===== config.mk =====
export PLATFORM = sky130hd
export DESIGN_NAME = stk_timekeeper
export DESIGN_NICKNAME = d
export VERILOG_FILES = /design/src/stk_pkg.sv /design/src/stk_pin_sync.sv /design/src/stk_timekeeper.sv
export SDC_FILE = /design/constraint.sdc
export NUM_CORES = 1
export LEC_CHECK = 0
export ABC_AREA = 1
export BUFFER_PORTS_ARGS = -buffer_cell sky130_fd_sc_hd__buf_2
export CORE_MARGIN = 1.5
export CORE_UTILIZATION = 39
export CTS_CLUSTER_SIZE = 20
export DETAILED_ROUTE_END_ITERATION = 7
export GPL_TIMING_DRIVEN = 1
export PLACE_DENSITY_LB_ADDON = 0.12
export SLEW_MARGIN = 20
export SYNTH_ARGS = -nofsm -noshare
export SYNTH_HDL_FRONTEND = slang
export SYNTH_SLANG_ARGS = --single-unit
export TNS_END_PERCENT = 50

===== constraint.sdc =====
create_clock -name clk_sys_i -period 1.75 [get_ports clk_sys_i]
set_clock_uncertainty 0.05 [all_clocks]
set_input_delay 0.35 -clock clk_sys_i [delete_from_list [all_inputs] [get_ports clk_sys_i]]
set_output_delay 0.35 -clock clk_sys_i [all_outputs]
set_load 0.01 [all_outputs]

===== src/stk_pkg.sv =====
// Constants, register layout and types shared by the serial timekeeper.
package stk_pkg;

	// ---------------------------------------------------------------
	// Timing
	// ---------------------------------------------------------------
	localparam int CLK_PERIOD_NS  = 40;
	localparam int TICK_PERIOD_NS = 10_000_000;
	localparam int TICK_CYC       = TICK_PERIOD_NS / CLK_PERIOD_NS;

	// ---------------------------------------------------------------
	// Access key and transfer length
	// ---------------------------------------------------------------
	localparam logic [63:0] KEY_PATTERN = 64'h5CA33AC55CA33AC5;
	localparam logic [5:0]  LAST_BIT    = 6'h3F;
	localparam logic [2:0]  LAST_IN_BYTE = 3'h7;

	// ---------------------------------------------------------------
	// Register indices and field positions
	// ---------------------------------------------------------------
	localparam int REG_HUND  = 0;
	localparam int REG_SEC   = 1;
	localparam int REG_MIN   = 2;
	localparam int REG_HOUR  = 3;
	localparam int REG_DAY   = 4;
	localparam int REG_DATE  = 5;
	localparam int REG_MONTH = 6;
	localparam int REG_YEAR  = 7;
	localparam int HR_MODE_BIT  = 7;
	localparam int HR_PM_BIT    = 5;
	localparam int DAY_MASK_BIT = 4;
	localparam int DAY_HALT_BIT = 5;

	// Bits that hold data; the rest always read zero.
	localparam logic [7:0] REG_MASK [8] = '{8'hFF, 8'h7F, 8'h7F, 8'hBF,
		8'h37, 8'h3F, 8'h1F, 8'hFF};

	// Values after reset: halt and reset mask set, 1st day, 1 Jan 00.
	localparam logic [7:0] REG_RST [8] = '{8'h00, 8'h00, 8'h00, 8'h00,
		8'h31, 8'h01, 8'h01, 8'h00};

	// ---------------------------------------------------------------
	// Access sequencer states
	// ---------------------------------------------------------------
	typedef enum logic [1:0] {
		ST_HUNT = 2'b00,
		ST_XFER = 2'b01,
		ST_MISS = 2'b10
	} stk_state_t;

endpackage


===== src/stk_pin_sync.sv =====
// Three-stage pin synchroniser with agreement filter, one lane per bit.
module stk_pin_sync #(
	parameter int           W    = 1,
	parameter logic [W-1:0] INIT = '1
) (
	input  wire logic         clk_sys_i,
	input  wire logic         rst_n_i,
	input  wire logic [W-1:0] pin_i,
	output logic      [W-1:0] level_o
);

	genvar g;
	generate
		for (g = 0; g < W; g++) begin : g_lane
			logic s1_q;
			logic s2_q;
			logic s3_q;
			logic lv_q;
			always_ff @(posedge clk_sys_i or negedge rst_n_i) begin
				if (!rst_n_i) begin
					s1_q <= INIT[g];
					s2_q <= INIT[g];
					s3_q <= INIT[g];
					lv_q <= INIT[g];
				end else begin
					s1_q <= pin_i[g];
					s2_q <= s1_q;
					s3_q <= s2_q;
					// A change counts only once the last two stages agree.
					if (s2_q == s3_q) begin
						lv_q <= s3_q;
					end
				end
			end
			assign level_o[g] = lv_q;
		end
	endgenerate

endmodule


===== src/stk_timekeeper.sv =====
// Serial timekeeper behind SRAM strobes: key match, bit-serial access, BCD clock.
module stk_timekeeper
	import stk_pkg::*;
#(
	parameter int unsigned TICK_CYCLES = TICK_CYC
) (
	input  wire logic clk_sys_i,
	input  wire logic rst_n_i,
	input  wire logic chip_en_n_i,
	input  wire logic out_en_n_i,
	input  wire logic wr_en_n_i,
	input  wire logic ext_rst_n_i,
	input  wire logic serial_data_line_i,
	output logic      serial_data_line_o,
	output logic      serial_data_line_oe_n_o,
	output logic      mem_inhibit_o
);

	// ---------------------------------------------------------------
	// Pin synchronisation and cycle detection
	// ---------------------------------------------------------------
	logic [4:0] pins_s;
	logic       ce_n;
	logic       oe_n;
	logic       we_n;
	logic       xrst_n;
	logic       din;
	logic       wr_act;
	logic       rd_act;
	logic       wr_act_q;
	logic       rd_act_q;
	logic       wr_end;
	logic       rd_end;
	logic       bit_q;

	stk_pin_sync #(
		.W    (5),
		.INIT (5'h1F)
	) u_sync (
		.clk_sys_i (clk_sys_i),
		.rst_n_i   (rst_n_i),
		.pin_i     ({serial_data_line_i, ext_rst_n_i, wr_en_n_i, out_en_n_i, chip_en_n_i}),
		.level_o   (pins_s)
	);

	assign ce_n   = pins_s[0];
	assign oe_n   = pins_s[1];
	assign we_n   = pins_s[2];
	assign xrst_n = pins_s[3];
	assign din    = pins_s[4];
	assign wr_act = !ce_n && !we_n;
	assign rd_act = !ce_n && !oe_n && we_n;
	assign wr_end = wr_act_q && !wr_act;
	assign rd_end = rd_act_q && !rd_act;

	// The data bit is taken at the close of the write, when it is settled.
	always_ff @(posedge clk_sys_i or negedge rst_n_i) begin
		if (!rst_n_i) begin
			wr_act_q <= 1'b0;
			rd_act_q <= 1'b0;
			bit_q    <= 1'b0;
		end else begin
			wr_act_q <= wr_act;
			rd_act_q <= rd_act;
			if (wr_act) begin
				bit_q <= din;
			end
		end
	end

	// ---------------------------------------------------------------
	// Register storage and control bits
	// ---------------------------------------------------------------
	logic [7:0] tk_q [8];
	logic [7:0] nxt  [8];
	logic       halt;
	logic       rmask;
	logic       abort;

	assign halt  = tk_q[REG_DAY][DAY_HALT_BIT];
	assign rmask = tk_q[REG_DAY][DAY_MASK_BIT];
	assign abort = !xrst_n && !rmask;

	// ---------------------------------------------------------------
	// Key recognition and transfer sequencing
	// ---------------------------------------------------------------
	stk_state_t st_q;
	logic [5:0] kptr_q;
	logic [5:0] cnt_q;
	logic [7:0] wsh_q;
	logic [63:0] shad_q;
	logic [63:0] live;
	logic        xfer;
	logic        commit;
	logic [7:0]  wbyte;
	logic        key_done;

	assign xfer     = (st_q == ST_XFER);
	assign key_done = wr_end && (st_q == ST_HUNT) && !abort && (kptr_q == LAST_BIT)
		&& (bit_q == KEY_PATTERN[kptr_q]);
	assign wbyte    = {bit_q, wsh_q[7:1]};
	assign commit   = wr_end && xfer && !abort && (cnt_q[2:0] == LAST_IN_BYTE);

	always_ff @(posedge clk_sys_i or negedge rst_n_i) begin
		if (!rst_n_i) begin
			st_q   <= ST_HUNT;
			kptr_q <= 6'h00;
		end else if (abort) begin
			st_q   <= ST_HUNT;
			kptr_q <= 6'h00;
		end else if (rd_end && !xfer) begin
			st_q   <= ST_HUNT;
			kptr_q <= 6'h00;
		end else if (wr_end) begin
			case (st_q)
				ST_HUNT: begin
					// Key bits arrive LSB first, byte after byte.
					if (bit_q == KEY_PATTERN[kptr_q]) begin
						if (kptr_q == LAST_BIT) begin
							st_q   <= ST_XFER;
							kptr_q <= 6'h00;
						end else begin
							kptr_q <= kptr_q + 6'h01;
						end
					end else begin
						st_q <= ST_MISS;
					end
				end
				ST_XFER: begin
					if (cnt_q == LAST_BIT) begin
						st_q <= ST_HUNT;
					end
				end
				default: begin
					st_q <= st_q;
				end
			endcase
		end else if (rd_end && xfer && cnt_q == LAST_BIT) begin
			st_q <= ST_HUNT;
		end
	end

	// Bit position within the transfer, bit 0 of register 0 first.
	always_ff @(posedge clk_sys_i or negedge rst_n_i) begin
		if (!rst_n_i) begin
			cnt_q <= 6'h00;
		end else if (abort || !xfer) begin
			cnt_q <= 6'h00;
		end else if (wr_end || rd_end) begin
			cnt_q <= cnt_q + 6'h01;
		end
	end

	always_ff @(posedge clk_sys_i or negedge rst_n_i) begin
		if (!rst_n_i) begin
			wsh_q <= 8'h00;
		end else if (wr_end && xfer) begin
			wsh_q <= wbyte;
		end
	end

	// Reads come from a copy taken at key match, so a tick during the
	// transfer cannot tear a value across registers.
	always_comb begin
		live = 64'h0;
		for (int i = 0; i < 8; i++) begin
			live[i*8 +: 8] = tk_q[i];
		end
	end

	always_ff @(posedge clk_sys_i or negedge rst_n_i) begin
		if (!rst_n_i) begin
			shad_q <= 64'h0;
		end else if (key_done) begin
			shad_q <= live;
		end
	end

	// ---------------------------------------------------------------
	// Serial line drive and memory inhibit
	// ---------------------------------------------------------------
	always_ff @(posedge clk_sys_i or negedge rst_n_i) begin
		if (!rst_n_i) begin
			serial_data_line_o      <= 1'b0;
			serial_data_line_oe_n_o <= 1'b1;
		end else begin
			serial_data_line_o      <= shad_q[cnt_q];
			serial_data_line_oe_n_o <= !(xfer && rd_act && !abort);
		end
	end

	assign mem_inhibit_o = xfer;

	// ---------------------------------------------------------------
	// Hundredths timebase
	// ---------------------------------------------------------------
	logic [31:0] pre_q;
	logic        tick_q;
	logic        pend_q;

	always_ff @(posedge clk_sys_i or negedge rst_n_i) begin
		if (!rst_n_i) begin
			pre_q  <= 32'h0;
			tick_q <= 1'b0;
		end else if (halt) begin
			pre_q  <= 32'h0;
			tick_q <= 1'b0;
		end else if (pre_q == TICK_CYCLES - 1) begin
			pre_q  <= 32'h0;
			tick_q <= 1'b1;
		end else begin
			pre_q  <= pre_q + 32'h1;
			tick_q <= 1'b0;
		end
	end

	// A tick that meets a register write waits one cycle rather than
	// being lost; a new tick wins over the clear of the pending flag.
	always_ff @(posedge clk_sys_i or negedge rst_n_i) begin
		if (!rst_n_i) begin
			pend_q <= 1'b0;
		end else begin
			pend_q <= tick_q || (pend_q && commit);
		end
	end

	// ---------------------------------------------------------------
	// BCD calendar carry chain
	// ---------------------------------------------------------------
	function automatic logic [7:0] bcd_inc(input logic [7:0] v);
		if (v[3:0] == 4'h9) begin
			bcd_inc = {v[7:4] + 4'h1, 4'h0};
		end else begin
			bcd_inc = {v[7:4], v[3:0] + 4'h1};
		end
	endfunction

	// Leap test on the two-digit year; tens*10 mod 4 equals 2*tens[0].
	function automatic logic [7:0] month_len(input logic [7:0] mo, input logic [7:0] yr);
		logic [3:0] lp;
		lp = yr[3:0] + {2'b00, yr[4], 1'b0};
		case (mo)
			8'h02: month_len = (lp[1:0] == 2'b00) ? 8'h29 : 8'h28;
			8'h04, 8'h06, 8'h09, 8'h11: month_len = 8'h30;
			default: month_len = 8'h31;
		endcase
	endfunction

	logic c_sec;
	logic c_min;
	logic c_hr;
	logic c_day;
	logic c_mon;
	logic c_yr;
	logic [7:0] hr12_inc;
	logic [7:0] hr24_inc;

	assign hr12_inc = bcd_inc({3'b000, tk_q[REG_HOUR][4:0]});
	assign hr24_inc = bcd_inc({2'b00, tk_q[REG_HOUR][5:0]});

	always_comb begin
		for (int i = 0; i < 8; i++) begin
			nxt[i] = tk_q[i];
		end
		c_sec = tk_q[REG_HUND] == 8'h99;
		c_min = c_sec && tk_q[REG_SEC] == 8'h59;
		c_hr  = c_min && tk_q[REG_MIN] == 8'h59;
		c_day = 1'b0;
		nxt[REG_HUND] = c_sec ? 8'h00 : bcd_inc(tk_q[REG_HUND]);
		if (c_sec) begin
			nxt[REG_SEC] = (tk_q[REG_SEC] == 8'h59) ? 8'h00 : bcd_inc(tk_q[REG_SEC]);
		end
		if (c_min) begin
			nxt[REG_MIN] = (tk_q[REG_MIN] == 8'h59) ? 8'h00 : bcd_inc(tk_q[REG_MIN]);
		end
		if (c_hr) begin
			if (tk_q[REG_HOUR][HR_MODE_BIT]) begin
				if (tk_q[REG_HOUR][4:0] == 5'h12) begin
					nxt[REG_HOUR][4:0] = 5'h01;
				end else if (tk_q[REG_HOUR][4:0] == 5'h11) begin
					nxt[REG_HOUR][4:0]       = 5'h12;
					nxt[REG_HOUR][HR_PM_BIT] = !tk_q[REG_HOUR][HR_PM_BIT];
					c_day = tk_q[REG_HOUR][HR_PM_BIT];
				end else begin
					nxt[REG_HOUR][4:0] = hr12_inc[4:0];
				end
			end else begin
				// Bits 5:4 form the tens digit in 24-hour counting.
				if (tk_q[REG_HOUR][5:0] == 6'h23) begin
					nxt[REG_HOUR][5:0] = 6'h00;
					c_day = 1'b1;
				end else begin
					nxt[REG_HOUR][5:0] = hr24_inc[5:0];
				end
			end
		end
		c_mon = c_day && tk_q[REG_DATE] == month_len(tk_q[REG_MONTH], tk_q[REG_YEAR]);
		c_yr  = c_mon && tk_q[REG_MONTH] == 8'h12;
		if (c_day) begin
			nxt[REG_DAY][2:0] = (tk_q[REG_DAY][2:0] == 3'h7) ? 3'h1 : tk_q[REG_DAY][2:0] + 3'h1;
			nxt[REG_DATE] = c_mon ? 8'h01 : bcd_inc(tk_q[REG_DATE]);
		end
		if (c_mon) begin
			nxt[REG_MONTH] = c_yr ? 8'h01 : bcd_inc(tk_q[REG_MONTH]);
		end
		if (c_yr) begin
			nxt[REG_YEAR] = (tk_q[REG_YEAR] == 8'h99) ? 8'h00 : bcd_inc(tk_q[REG_YEAR]);
		end
	end

	// ---------------------------------------------------------------
	// Register update: whole-byte writes, then pending ticks
	// ---------------------------------------------------------------
	always_ff @(posedge clk_sys_i or negedge rst_n_i) begin
		if (!rst_n_i) begin
			for (int i = 0; i < 8; i++) begin
				tk_q[i] <= REG_RST[i];
			end
		end else if (commit) begin
			// Unused positions are dropped here, so they always read zero.
			tk_q[cnt_q[5:3]] <= wbyte & REG_MASK[cnt_q[5:3]];
		end else if (pend_q && !halt) begin
			for (int i = 0; i < 8; i++) begin
				tk_q[i] <= nxt[i];
			end
		end
	end

	// ---------------------------------------------------------------
	// Checks
	// ---------------------------------------------------------------
	property p_read_resets_key;
		@(posedge clk_sys_i) disable iff (!rst_n_i)
		rd_end && !xfer |=> kptr_q == 6'h00 && st_q == ST_HUNT;
	endproperty
	a_read_resets_key: assert property (p_read_resets_key)
		else $error("key pointer not reset by read cycle");

	property p_miss_freezes;
		@(posedge clk_sys_i) disable iff (!rst_n_i)
		st_q == ST_MISS && !rd_end && !abort |=> st_q == ST_MISS && $stable(kptr_q);
	endproperty
	a_miss_freezes: assert property (p_miss_freezes)
		else $error("key pointer moved after mismatch");

	property p_key_opens;
		@(posedge clk_sys_i) disable iff (!rst_n_i)
		wr_end && st_q == ST_HUNT && !abort && kptr_q == LAST_BIT && bit_q == KEY_PATTERN[63]
		|=> xfer && cnt_q == 6'h00 ##0 $past(live) == shad_q;
	endproperty
	a_key_opens: assert property (p_key_opens)
		else $error("full key match did not open transfer");

	property p_xfer_ends;
		@(posedge clk_sys_i) disable iff (!rst_n_i)
		xfer && (wr_end || rd_end) && cnt_q == LAST_BIT && !abort |=> !xfer && !mem_inhibit_o;
	endproperty
	a_xfer_ends: assert property (p_xfer_ends)
		else $error("transfer did not end after 64 cycles");

	property p_abort;
		@(posedge clk_sys_i) disable iff (!rst_n_i)
		!xrst_n && !rmask |=> !xfer && kptr_q == 6'h00 && ($past(live) == live || $past(pend_q));
	endproperty
	a_abort: assert property (p_abort)
		else $error("reset pin did not abort transfer cleanly");

	property p_masked_pin;
		@(posedge clk_sys_i) disable iff (!rst_n_i)
		rmask && xfer && !wr_end && !rd_end |=> xfer && $stable(cnt_q);
	endproperty
	a_masked_pin: assert property (p_masked_pin)
		else $error("masked reset pin disturbed transfer");

	property p_zero_bits;
		@(posedge clk_sys_i) disable iff (!rst_n_i)
		(live & ~{REG_MASK[7], REG_MASK[6], REG_MASK[5], REG_MASK[4],
			REG_MASK[3], REG_MASK[2], REG_MASK[1], REG_MASK[0]}) == 64'h0;
	endproperty
	a_zero_bits: assert property (p_zero_bits)
		else $error("unused register bit reads one");

	property p_halt_stops;
		@(posedge clk_sys_i) disable iff (!rst_n_i)
		halt && !commit |=> $stable(tk_q[REG_HUND]) && pre_q == 32'h0;
	endproperty
	a_halt_stops: assert property (p_halt_stops)
		else $error("counters advanced while halted");

	property p_pm_toggle;
		@(posedge clk_sys_i) disable iff (!rst_n_i)
		!commit && pend_q && !halt && c_hr && tk_q[REG_HOUR][HR_MODE_BIT]
		&& tk_q[REG_HOUR][4:0] == 5'h11
		|=> tk_q[REG_HOUR][4:0] == 5'h12
		&& tk_q[REG_HOUR][HR_PM_BIT] != $past(tk_q[REG_HOUR][HR_PM_BIT]);
	endproperty
	a_pm_toggle: assert property (p_pm_toggle)
		else $error("hour 11 did not roll to 12 with the PM flag toggled");

	property p_hour24;
		@(posedge clk_sys_i) disable iff (!rst_n_i)
		!commit && pend_q && !halt && c_hr && tk_q[REG_HOUR] == 8'h23
		|=> tk_q[REG_HOUR] == 8'h00 && tk_q[REG_HUND] == 8'h00;
	endproperty
	a_hour24: assert property (p_hour24)
		else $error("23h did not roll to 00h");

endmodule


==> results of run 1 <==
==> state kept, by name, summed over array words and instances (netlist names), 2 cells and up <==
signal / cells
st_q: 2
shad_q: 64
u_sync.g_lane.s1_q: 5
u_sync.g_lane.s3_q: 5
cnt_q: 6
live: 63
kptr_q: 6
u_sync.g_lane.lv_q: 5
u_sync.g_lane.s2_q: 5
wsh_q: 7
pre_q: 32
==> what timing repair did <==
action	4_1_cts	5_1_grt
gates resized for setup	230	268
hold buffers	6	0
setup endpoints to repair	147	172
hold endpoints to repair	43	0
gates cloned	6	9
pin swaps	41	53
setup buffers	21	26
==> metrics by stage <==
stage	setup TNS, ns	utilization, %	worst slack (ns)	instance area, um2
after floorplan	-4.04	-	-0.123	11200
after global placement	-25.78	48.0	-0.402	13300
after detailed placement	-26.39	48.0	-0.473	13300
after CTS	-17.69	54.3	-0.293	15000
after global routing	-45.64	58.9	-0.455	16300
final	-31.11	58.9	-0.361	16300
==> where the power goes <==
part           switching, mW  internal (mW)
Sequential            0.0628           4.91
Clock                   2.05           2.96
Combinational          0.554          0.373
Total                   2.66           8.25
==> cells in the mapped netlist, types with 3 or more instances <==
master and count:
nor4_1 9, inv_1 135, clkbuf_1 24, buf_2 9, nor3b_1 3, nand2_2 10, nand4_1 18, nand2_1 232
o221ai_1 5, xnor2_1 12, nand3_2 3, maj3_1 5, o32ai_1 21, o21ai_0 156, dfstp_2 26, nand3_1 67
nand3b_1 5, o21ai_1 14, nor2_1 173, mux2_2 7, clkinv_1 3, dfrtp_1 182, ha_1 33, nor2_4 3
o22ai_1 30, xor2_1 35, inv_2 7, nor2_2 3, a21oi_1 24, nor3_1 36
==> metal layers <==
metal	track usage, %	vias to the layer above	part of all wire [%]
met5	0	-	0
met4	6.96	0	2.2
met3	2.48	46	4.2
met2	38.0	209	49
met1	30.3	5041	45
li1	-	4978	-
==> logic make-up (layout without fill, tap and decap cells) <==
logic type,count (synthesis),after routing,synth area share (%)
DFF,208,208,47.8
xor gates and xnor gates,47,47,3.76
muxes,7,7,0.720
AOI/OAI and AO/OA,265,265,13.9
adders and majority gates,38,38,4.23
and+or+nand+nor,573,574,23.1
buffers and inverters,182,471,6.51
==> critical path, cell delays in order (launching register included) <==
cell	delay (ns)
dfstp_2	0.56
nor2_4	0.06
nor2_4	0.16
buf_6	0.12
inv_4	0.03
nor4_4	0.20
buf_4	0.16
nand3_4	0.10
buf_12	0.15
buf_12	0.13
mux2_2	0.26
==> area by class of cell <==
type                    instances  area share [%]
clock inverters                 7           0.452
multi-input cells             931            39.6
well taps                     378            2.90
flip-flops and latches        208            32.1
inverters                     147            3.61
repair buffers                280            16.9
clock buffers                  37            4.37
==> path summary, 6_finish.rpt <==
| path | startpoint | end | slack, ns | cells after the start |
|---|---|---|---|---|
| worst max-delay path | u_sync.g_lane[0].lv_q | shad_q[54] | -0.36 | 10 |
| worst min-delay path | rst_n_i | kptr_q[4] | 0.27 | 2 |
| worst max register to register | u_sync.g_lane[0].lv_q | shad_q[54] | -0.36 | 10 |
| worst min register to register | u_sync.g_lane[0].s1_q | u_sync.g_lane[0].s2_q | 0.30 | 0 |
| max in group asynchronous | rst_n_i | live[32] | 0.76 | 3 |
| min in group clk_sys_i | u_sync.g_lane[0].s1_q | u_sync.g_lane[0].s2_q | 0.30 | 0 |
==> flow_metrics.env, run 1 <==
export IMPL_die_area_um2=29100
export IMPL_worst_pin_slew_ns=0.527
export IMPL_cts_buffers=24
export IMPL_design_portCount=10
export IMPL_yosysTopAreaCellShare_pct=41.6
export IMPL_num_vias=10274
export IMPL_coreArea_um2=27700
export IMPL_status="complete, but fails checks"
export IMPL_avgViaCountPerCell=5.17
export IMPL_p_leak_nw=7.34
export IMPL_wire_per_inst_um=17.2
export IMPL_final_antenna_net_count=0
export IMPL_irDropWorstVdd_v=0.000708
export IMPL_clock_sinks=208
export IMPL_yosys_area_top_type="dfrtp_1"
export IMPL_path_clk_slew_ns=0.06
export IMPL_startpoint_type="flop"
export IMPL_antennaDiodeCount=0
export IMPL_drv_cap=0
export IMPL_layout_setup_ws_ns=-0.361
export IMPL_slew_violations=0
export IMPL_critPathCaptureType="flop"
export IMPL_rsz0062_at_grt="yes"
export IMPL_fmax_mhz=474
export IMPL_crit_type="reg2reg"
export IMPL_syn_area_um2=11000
export IMPL_syn_area_per_cell_um2=8.30
export IMPL_die_h_um=171
export IMPL_start_util_pct=39.5
export IMPL_total_power_mw=10.9
export IMPL_overflow=0
export IMPL_firstDrtPassIters=5
export IMPL_layout_commonest_cell="buf_4"
export IMPL_num_rows=61
export IMPL_area_delta_synth_final_pct=48.9
export IMPL_cts_root_buffer="clkbuf_16"
export IMPL_yosysSeqAreaShare_pct=47.8
export IMPL_dp_cells=1886
export IMPL_drive_above_1_share_pct=40.3
export IMPL_multi_input_area_um2=6460
export IMPL_hold_ws_ns=0.266
export IMPL_synth_async_sr_flop_share_pct=100
export IMPL_period_needed_ns=2.11
export IMPL_ys_top_cells_by_area="dfrtp_1 42%, nand2_1 7.9%, o21ai_0 7.1%"
export IMPL_clk_latency_ns=0.53
export IMPL_seqCellArea_um2=5240
export IMPL_finalNetCount=1632
export IMPL_synth_flop_cell="dfrtp_1"
export IMPL_die_x_um=171
export IMPL_grt_pass1_wl_um=51700
export IMPL_violations="setup timing"
export IMPL_final_cell_mix="194 x buf_4, 181 x dfrtp_1, 142 x nand2_1"
export IMPL_grtUsageTotal_pct=22.5
export IMPL_min_path_type="in2async"
export IMPL_cts_tree="yes"
export IMPL_final_hold_violation_count=0
export IMPL_fin_cells=1988
export IMPL_grt_max_degree=45
export IMPL_port_buffers=9
export IMPL_worst_path_max_fanout=5
export IMPL_synth_edff_count=0
export IMPL_cts_path_max_buffers=3
export IMPL_critPathRequiredTime_ns=2.11
export IMPL_ys_ff_latch=208
export IMPL_setup_viol=131
export IMPL_ys_types=52
export IMPL_powerDensity_nw_per_um2=669
export IMPL_ys_warn_count=0
export IMPL_slew_headroom_pct=64.8
export IMPL_antenna_found_initial=0
export IMPL_routed_wl_um=34200
export IMPL_arrival_ns=2.47
export IMPL_period_share_pct=121
export IMPL_syn_nets=1360
export IMPL_cts_max_level=1
export IMPL_dpl_hpwl_um=21400
export IMPL_syn_instance_count=1320
export IMPL_drtIter0Drc=537
export IMPL_grt_pass1_vias=9968
export IMPL_n_fill_cell=2448
export IMPL_gp_congestion=0.909
export IMPL_drc_errors=0
Note: power is estimated with default switching activity, not from simulation.
==> run 2: changes to the inputs <==
SETUP_SLACK_MARGIN = 0.15   (was not set)
==> run 2 against run 1 <==
Against the previous run: the run still ends with setup timing left; critical endpoint is now live[63]; non-clock buffer count is 17 higher; combinational power is 19% higher; sequential share of layout area fell by 0.86 points; clock-buffer cell count grew 4; global-route usage is 0.91 points higher; sequential cell count is the same; total power up 4.8%; clock power rose by 7.0%; hold slack worse by 0.0068 ns; first-iteration DRC count is 17% higher; critical path depth increased by 3; worst setup slack lost 0.041 ns.
==> flow_metrics.env, run 2 (synthesized netlist as in run 1, its figures left out) <==
export IMPL_powerDensity_nw_per_um2=681
export IMPL_grt_met1_usage_pct=30.5
export IMPL_grtUsageTotal_pct=23.4
export IMPL_rsz0062_at_grt="yes"
export IMPL_start_util_pct=39.5
export IMPL_cts_max_level=1
export IMPL_layout_setup_ws_ns=-0.402
export IMPL_period_share_pct=123
export IMPL_violations="setup timing"
export IMPL_drtIter0Drc=627
export IMPL_design_portCount=10
export IMPL_grt_max_degree=43
export IMPL_arrival_ns=2.54
export IMPL_firstDrtPassIters=5
export IMPL_drc_errors=0
export IMPL_final_hold_violation_count=0
export IMPL_setup_viol=136
export IMPL_path_clk_slew_ns=0.06
export IMPL_cpMaxStageDelayCell="dfrtp_1"
export IMPL_drv_cap=0
export IMPL_slew_headroom_pct=58.0
export IMPL_power_internal_mw=8.65
export IMPL_final_util_pct=60.6
export IMPL_top_register="shad_q"
export IMPL_met3_usage_pct=3.31
export IMPL_final_antenna_net_count=0
export IMPL_num_vias=10388
export IMPL_grt_pass1_vias=10309
export IMPL_startpoint_type="flop"
export IMPL_p_sw_share_pct=24.4
export IMPL_worst_pin_slew_ns=0.626
export IMPL_avgViaCountPerCell=5.17
export IMPL_power_frac_clock_pct=46.9
export IMPL_antennaDiodeCount=0
export IMPL_largest_register_ffs=64
export IMPL_fmax_mhz=465
export IMPL_clock_sinks=208
export IMPL_area_delta_synth_final_pct=53.2
export IMPL_num_rows=61
export IMPL_worstPathCellList="inv_2, ha_4, nand3_2, nor2_2, nand2_2, nor2_4, nand3_2, nor2_4, nand3_4, nand2_8, nand3_4, o21ai_1, inv_1"
export IMPL_cts_root_buffer="clkbuf_16"
export IMPL_period_needed_ns=2.15
export IMPL_status="complete, but fails checks"
export IMPL_dp_cells=1895
export IMPL_clk_latency_ns=0.55
export IMPL_comb_power_share_pct=9.6
export IMPL_met2_usage_pct=39.9
export IMPL_grt_pass1_wl_um=53500
export IMPL_drive_above_1_share_pct=43.0
export IMPL_critPathRequiredTime_ns=2.14
export IMPL_overflow=0
export IMPL_irDropWorstVdd_v=0.000660
export IMPL_switchingPower_mw=2.78
export IMPL_cts_buffers=26
export IMPL_antenna_found_initial=0
export IMPL_setup_tns_ns=-31.58
export IMPL_worst_path_max_fanout=8
export IMPL_seq_power_share_pct=43.5
export IMPL_finalNetCount=1652
export IMPL_final_cell_mix="199 x buf_4, 177 x dfrtp_1, 140 x nand2_1"
export IMPL_p_leak_nw=7.56
export IMPL_layout_commonest_cell="buf_4"
export IMPL_fin_cells=2010
export IMPL_die_h_um=171
export IMPL_dpl_hpwl_um=22100
export IMPL_die_x_um=171
export IMPL_min_path_type="in2async"
export IMPL_slew_violations=0
export IMPL_n_fill_cell=2348
export IMPL_gp_congestion=0.871
export IMPL_worst_path_largest_cell_delay_ns=0.39
export IMPL_critPathCaptureType="flop"
export IMPL_cts_tree="yes"
export IMPL_port_buffers=9
export IMPL_busiest_layer="met2"
export IMPL_coreArea_um2=27700
export IMPL_die_area_um2=29100
export IMPL_cts_path_max_buffers=3
export IMPL_wire_per_inst_um=17.1
export IMPL_crit_type="reg2reg"
export IMPL_routed_wl_um=34300
## run 2: path summary, 6_finish.rpt
kind / start / endpoint / slack [ns] / depth (start not counted)
setup reg to reg: live[13] / live[63] / -0.40 / 13
hold / removal: rst_n_i / kptr_q[0] / 0.26 / 2
hold reg to reg: u_sync.g_lane[1].s1_q / u_sync.g_lane[1].s2_q / 0.30 / 0
max in group asynchronous: rst_n_i / live[48] / 0.77 / 3
min in group clk_sys_i: u_sync.g_lane[1].s1_q / u_sync.g_lane[1].s2_q / 0.30 / 0
setup / recovery: live[13] / live[63] / -0.40 / 13
## run 2: power groups by stage
| stage | Clock, mW | Sequential [mW] | Combinational (mW) |
|---|---|---|---|
| floorplan | 0 | 5.04 | 0.260 |
| global placement | 0 | 5.05 | 0.896 |
| detailed placement | 0 | 5.05 | 0.907 |
| CTS | 5.49 | 4.97 | 1.04 |
| global route | 5.68 | 4.98 | 1.18 |
| finish | 5.36 | 4.97 | 1.10 |
## run 2: cell type report
class                           count  area, um2  area share [%]
Multi-Input combinational cell    931       6580            39.2
Timing Repair inverter              1       11.3          0.0671
Clock buffer                       41        831            4.95
Timing Repair Buffer              297       3020            18.0
Sequential cell                   208       5240            31.3
Inverter                          147        578            3.45
Clock inverter                      7       36.3           0.216
Tap cell                          378        473            2.82
## run 2: critical path, delay by kind of cell, from the launching register on
| kind | cells | cell delay, ns |
|---|---|---|
| AO/OA/AOI/OAI | 1 | 0.15 |
| AND/OR/NAND/NOR | 9 | 1.19 |
| flip-flops | 1 | 0.39 |
| buffers and inverters | 2 | 0.13 |
| adder cells (fa/ha/maj) | 1 | 0.13 |
## run 2: layer usage
| metal | wire length (um) | vias up | part of all wire, % |
|---|---|---|---|
| li1 | - | 5019 | - |
| met1 | 15400 | 5083 | 45 |
| met2 | 16700 | 208 | 49 |
| met3 | 1260 | 78 | 3.7 |
| met4 | 1020 | 0 | 3.0 |
| met5 | 0 | - | 0 |
## run 2: stage by stage
stage          cell area, um2  setup slack, ns  hold WS (ns)  power [mW]
2_1_floorplan           11200           -0.123       0.00441        5.30
4_1_cts                 15600           -0.310         0.253        11.5
3_5_place_dp            13400           -0.491         0.231        5.96
5_1_grt                 16800           -0.532         0.276        11.8
6_report                16800           -0.402         0.260        11.4
3_3_place_gp            13400           -0.398         0.225        5.95
## run 2: repair_timing
action | in CTS | in global routing
cloned | 14 | 6
pin swaps | 63 | 59
endpoints found under the hold margin | 88 | 0
resized for setup | 256 | 259
hold buffers | 6 | 0
endpoints found under the setup margin | 163 | 172
setup buffers | 26 | 15
==> run 3: changes to the inputs <==
CORE_UTILIZATION = 25   (was 39)
==> run 3 against run 2 <==
Against the previous run: the flow still finishes with violations (setup timing); hold slack lost 0.016 ns; core utilization is 22 points lower; worst setup slack gained 0.052 ns; sequential cell count unchanged; first-iteration DRC count shrank 26%; clock power up 2%; total power rose by 0.18%; largest power group unchanged.
==> flow_metrics.env, run 3 (synthesized netlist as in run 1, its figures left out) <==
export IMPL_avgViaCountPerCell=4.53
export IMPL_largest_register_ffs=64
export IMPL_grt_pass1_wl_um=56100
export IMPL_critPathRequiredTime_ns=2.15
export IMPL_seq_power_share_pct=43.4
export IMPL_crit_family="simple AND/OR/NAND/NOR gates"
export IMPL_irDropWorstVdd_v=0.000631
export IMPL_cpMaxStageDelayCell="dfrtp_1"
export IMPL_critPathBufInv=2
export IMPL_switchingPower_mw=2.89
export IMPL_r2r_start="live[21]"
export IMPL_wire_per_inst_um=15.6
export IMPL_power_internal_mw=8.57
export IMPL_overflow=0
export IMPL_die_area_um2=45100
export IMPL_grtUsageTotal_pct=16.0
export IMPL_drv_cap=0
export IMPL_seqCellArea_um2=5240
export IMPL_cts_path_max_buffers=3
export IMPL_status="complete, but fails checks"
export IMPL_drc_errors=0
export IMPL_coreArea_um2=43200
export IMPL_start_util_pct=25.4
export IMPL_cts_buffers=27
export IMPL_layout_commonest_cell="buf_4"
export IMPL_firstDrtPassIters=5
export IMPL_final_hold_violation_count=0
export IMPL_grt_max_degree=44
export IMPL_multi_input_area_um2=6290
export IMPL_antennaDiodeCount=0
export IMPL_n_fill_cell=4400
export IMPL_powerDensity_nw_per_um2=690
export IMPL_drive_above_1_share_pct=40.2
export IMPL_slew_headroom_pct=60.0
export IMPL_period_needed_ns=2.10
export IMPL_worst_path_max_fanout=6
export IMPL_total_power_mw=11.5
export IMPL_final_util_pct=38.5
export IMPL_routed_wl_um=34900
export IMPL_arrival_ns=2.50
export IMPL_comb_power_share_pct=8.8
export IMPL_clk_latency_ns=0.57
export IMPL_worst_pin_slew_ns=0.600
export IMPL_r2r_slack_ns=-0.35
export IMPL_violations="setup timing"
export IMPL_setup_viol=134
export IMPL_top_register="shad_q"
export IMPL_worstPathCellList="inv_2, ha_4, nand3_2, or2_4, nor2_4, buf_4, nand3b_1, or2_4, nand2_4, nand2_4, nor2_2, nor2_1"
export IMPL_antenna_found_initial=0
export IMPL_p_leak_nw=7.51
export IMPL_layout_setup_ws_ns=-0.350
export IMPL_min_path_type="in2async"
export IMPL_crit_type="reg2reg"
export IMPL_drtIter0Drc=461
export IMPL_die_h_um=212
export IMPL_clock_sinks=208
export IMPL_area_delta_synth_final_pct=51.6
export IMPL_cts_tree="yes"
export IMPL_final_cell_mix="224 x buf_4, 178 x dfrtp_1, 162 x nand2_1"
export IMPL_slew_violations=0
export IMPL_place_ws_ns=-0.511
export IMPL_die_x_um=212
export IMPL_setup_tns_ns=-26.22
export IMPL_p_sw_share_pct=25.2
export IMPL_gp_congestion=0.843
export IMPL_rsz0062_at_grt="yes"
export IMPL_port_buffers=9
export IMPL_worst_path_largest_cell_delay_ns=0.39
export IMPL_path_clk_slew_ns=0.06
export IMPL_startpoint_type="flop"
export IMPL_finalNetCount=1667
export IMPL_critPathLaunch="live[21]"
export IMPL_power_frac_clock_pct=47.8
export IMPL_period_share_pct=120
export IMPL_fmax_mhz=476
export IMPL_cts_root_buffer="clkbuf_16"
export IMPL_hold_ws_ns=0.244
export IMPL_grt_pass1_vias=10168
export IMPL_critPathCaptureType="flop"
export IMPL_final_antenna_net_count=0
export IMPL_cts_max_level=1
export IMPL_num_rows=76
export IMPL_dpl_hpwl_um=24800
export IMPL_design_portCount=10
export IMPL_num_vias=10119
-- run 3: final timing paths --
kind | cells after the start | end
worst max-delay path | 12 | live[44]
worst min-delay path | 2 | kptr_q[0]
worst max register to register | 12 | live[44]
worst min register to register | 0 | u_sync.g_lane[3].s2_q
max in group asynchronous | 3 | live[48]
min in group clk_sys_i | 0 | u_sync.g_lane[3].s2_q
-- run 3: timing repair --
action	4_1_cts	5_1_grt
pin swaps	52	42
setup endpoints to repair	169	175
gates resized for setup	248	167
hold buffers	6	0
endpoints found under the hold margin	70	0
setup buffers	20	25
gates cloned	5	0
-- run 3: per-stage QoR --
step / instance area [um2] / instances
after floorplan: 11200 / 1320
after global placement: 13800 / 2127
after detailed placement: 13800 / 2127
after CTS: 15800 / 2208
after global routing: 16600 / 2233
final: 16600 / 2233
-- run 3: routing by layer --
metal	up-vias	GRT usage, %	wire [um]
li1	5059	-	-
met1	4903	21.4	16400
met2	114	27.0	16800
met3	43	1.98	917
met4	0	4.21	816
met5	-	0	0
-- run 3: final cells by class --
cell class | instances | share of cell area (%)
Timing Repair Buffer | 312 | 17.3
Tap cell | 585 | 4.41
Sequential cell | 208 | 31.6
Multi-Input combinational cell | 930 | 37.9
Timing Repair inverter | 1 | 0.0678
Clock inverter | 8 | 0.264
Inverter | 147 | 3.50
Clock buffer | 42 | 5.01
-- run 3: power by group through the flow --
stage               combinational, mW  clock (mW)  sequential (mW)
CTS                             0.981        5.69             4.97
finish                           1.00        5.48             4.98
global placement                0.899           0             5.05
global route                     1.10        5.85             4.98
floorplan                       0.260           0             5.04
detailed placement              0.900           0             5.05
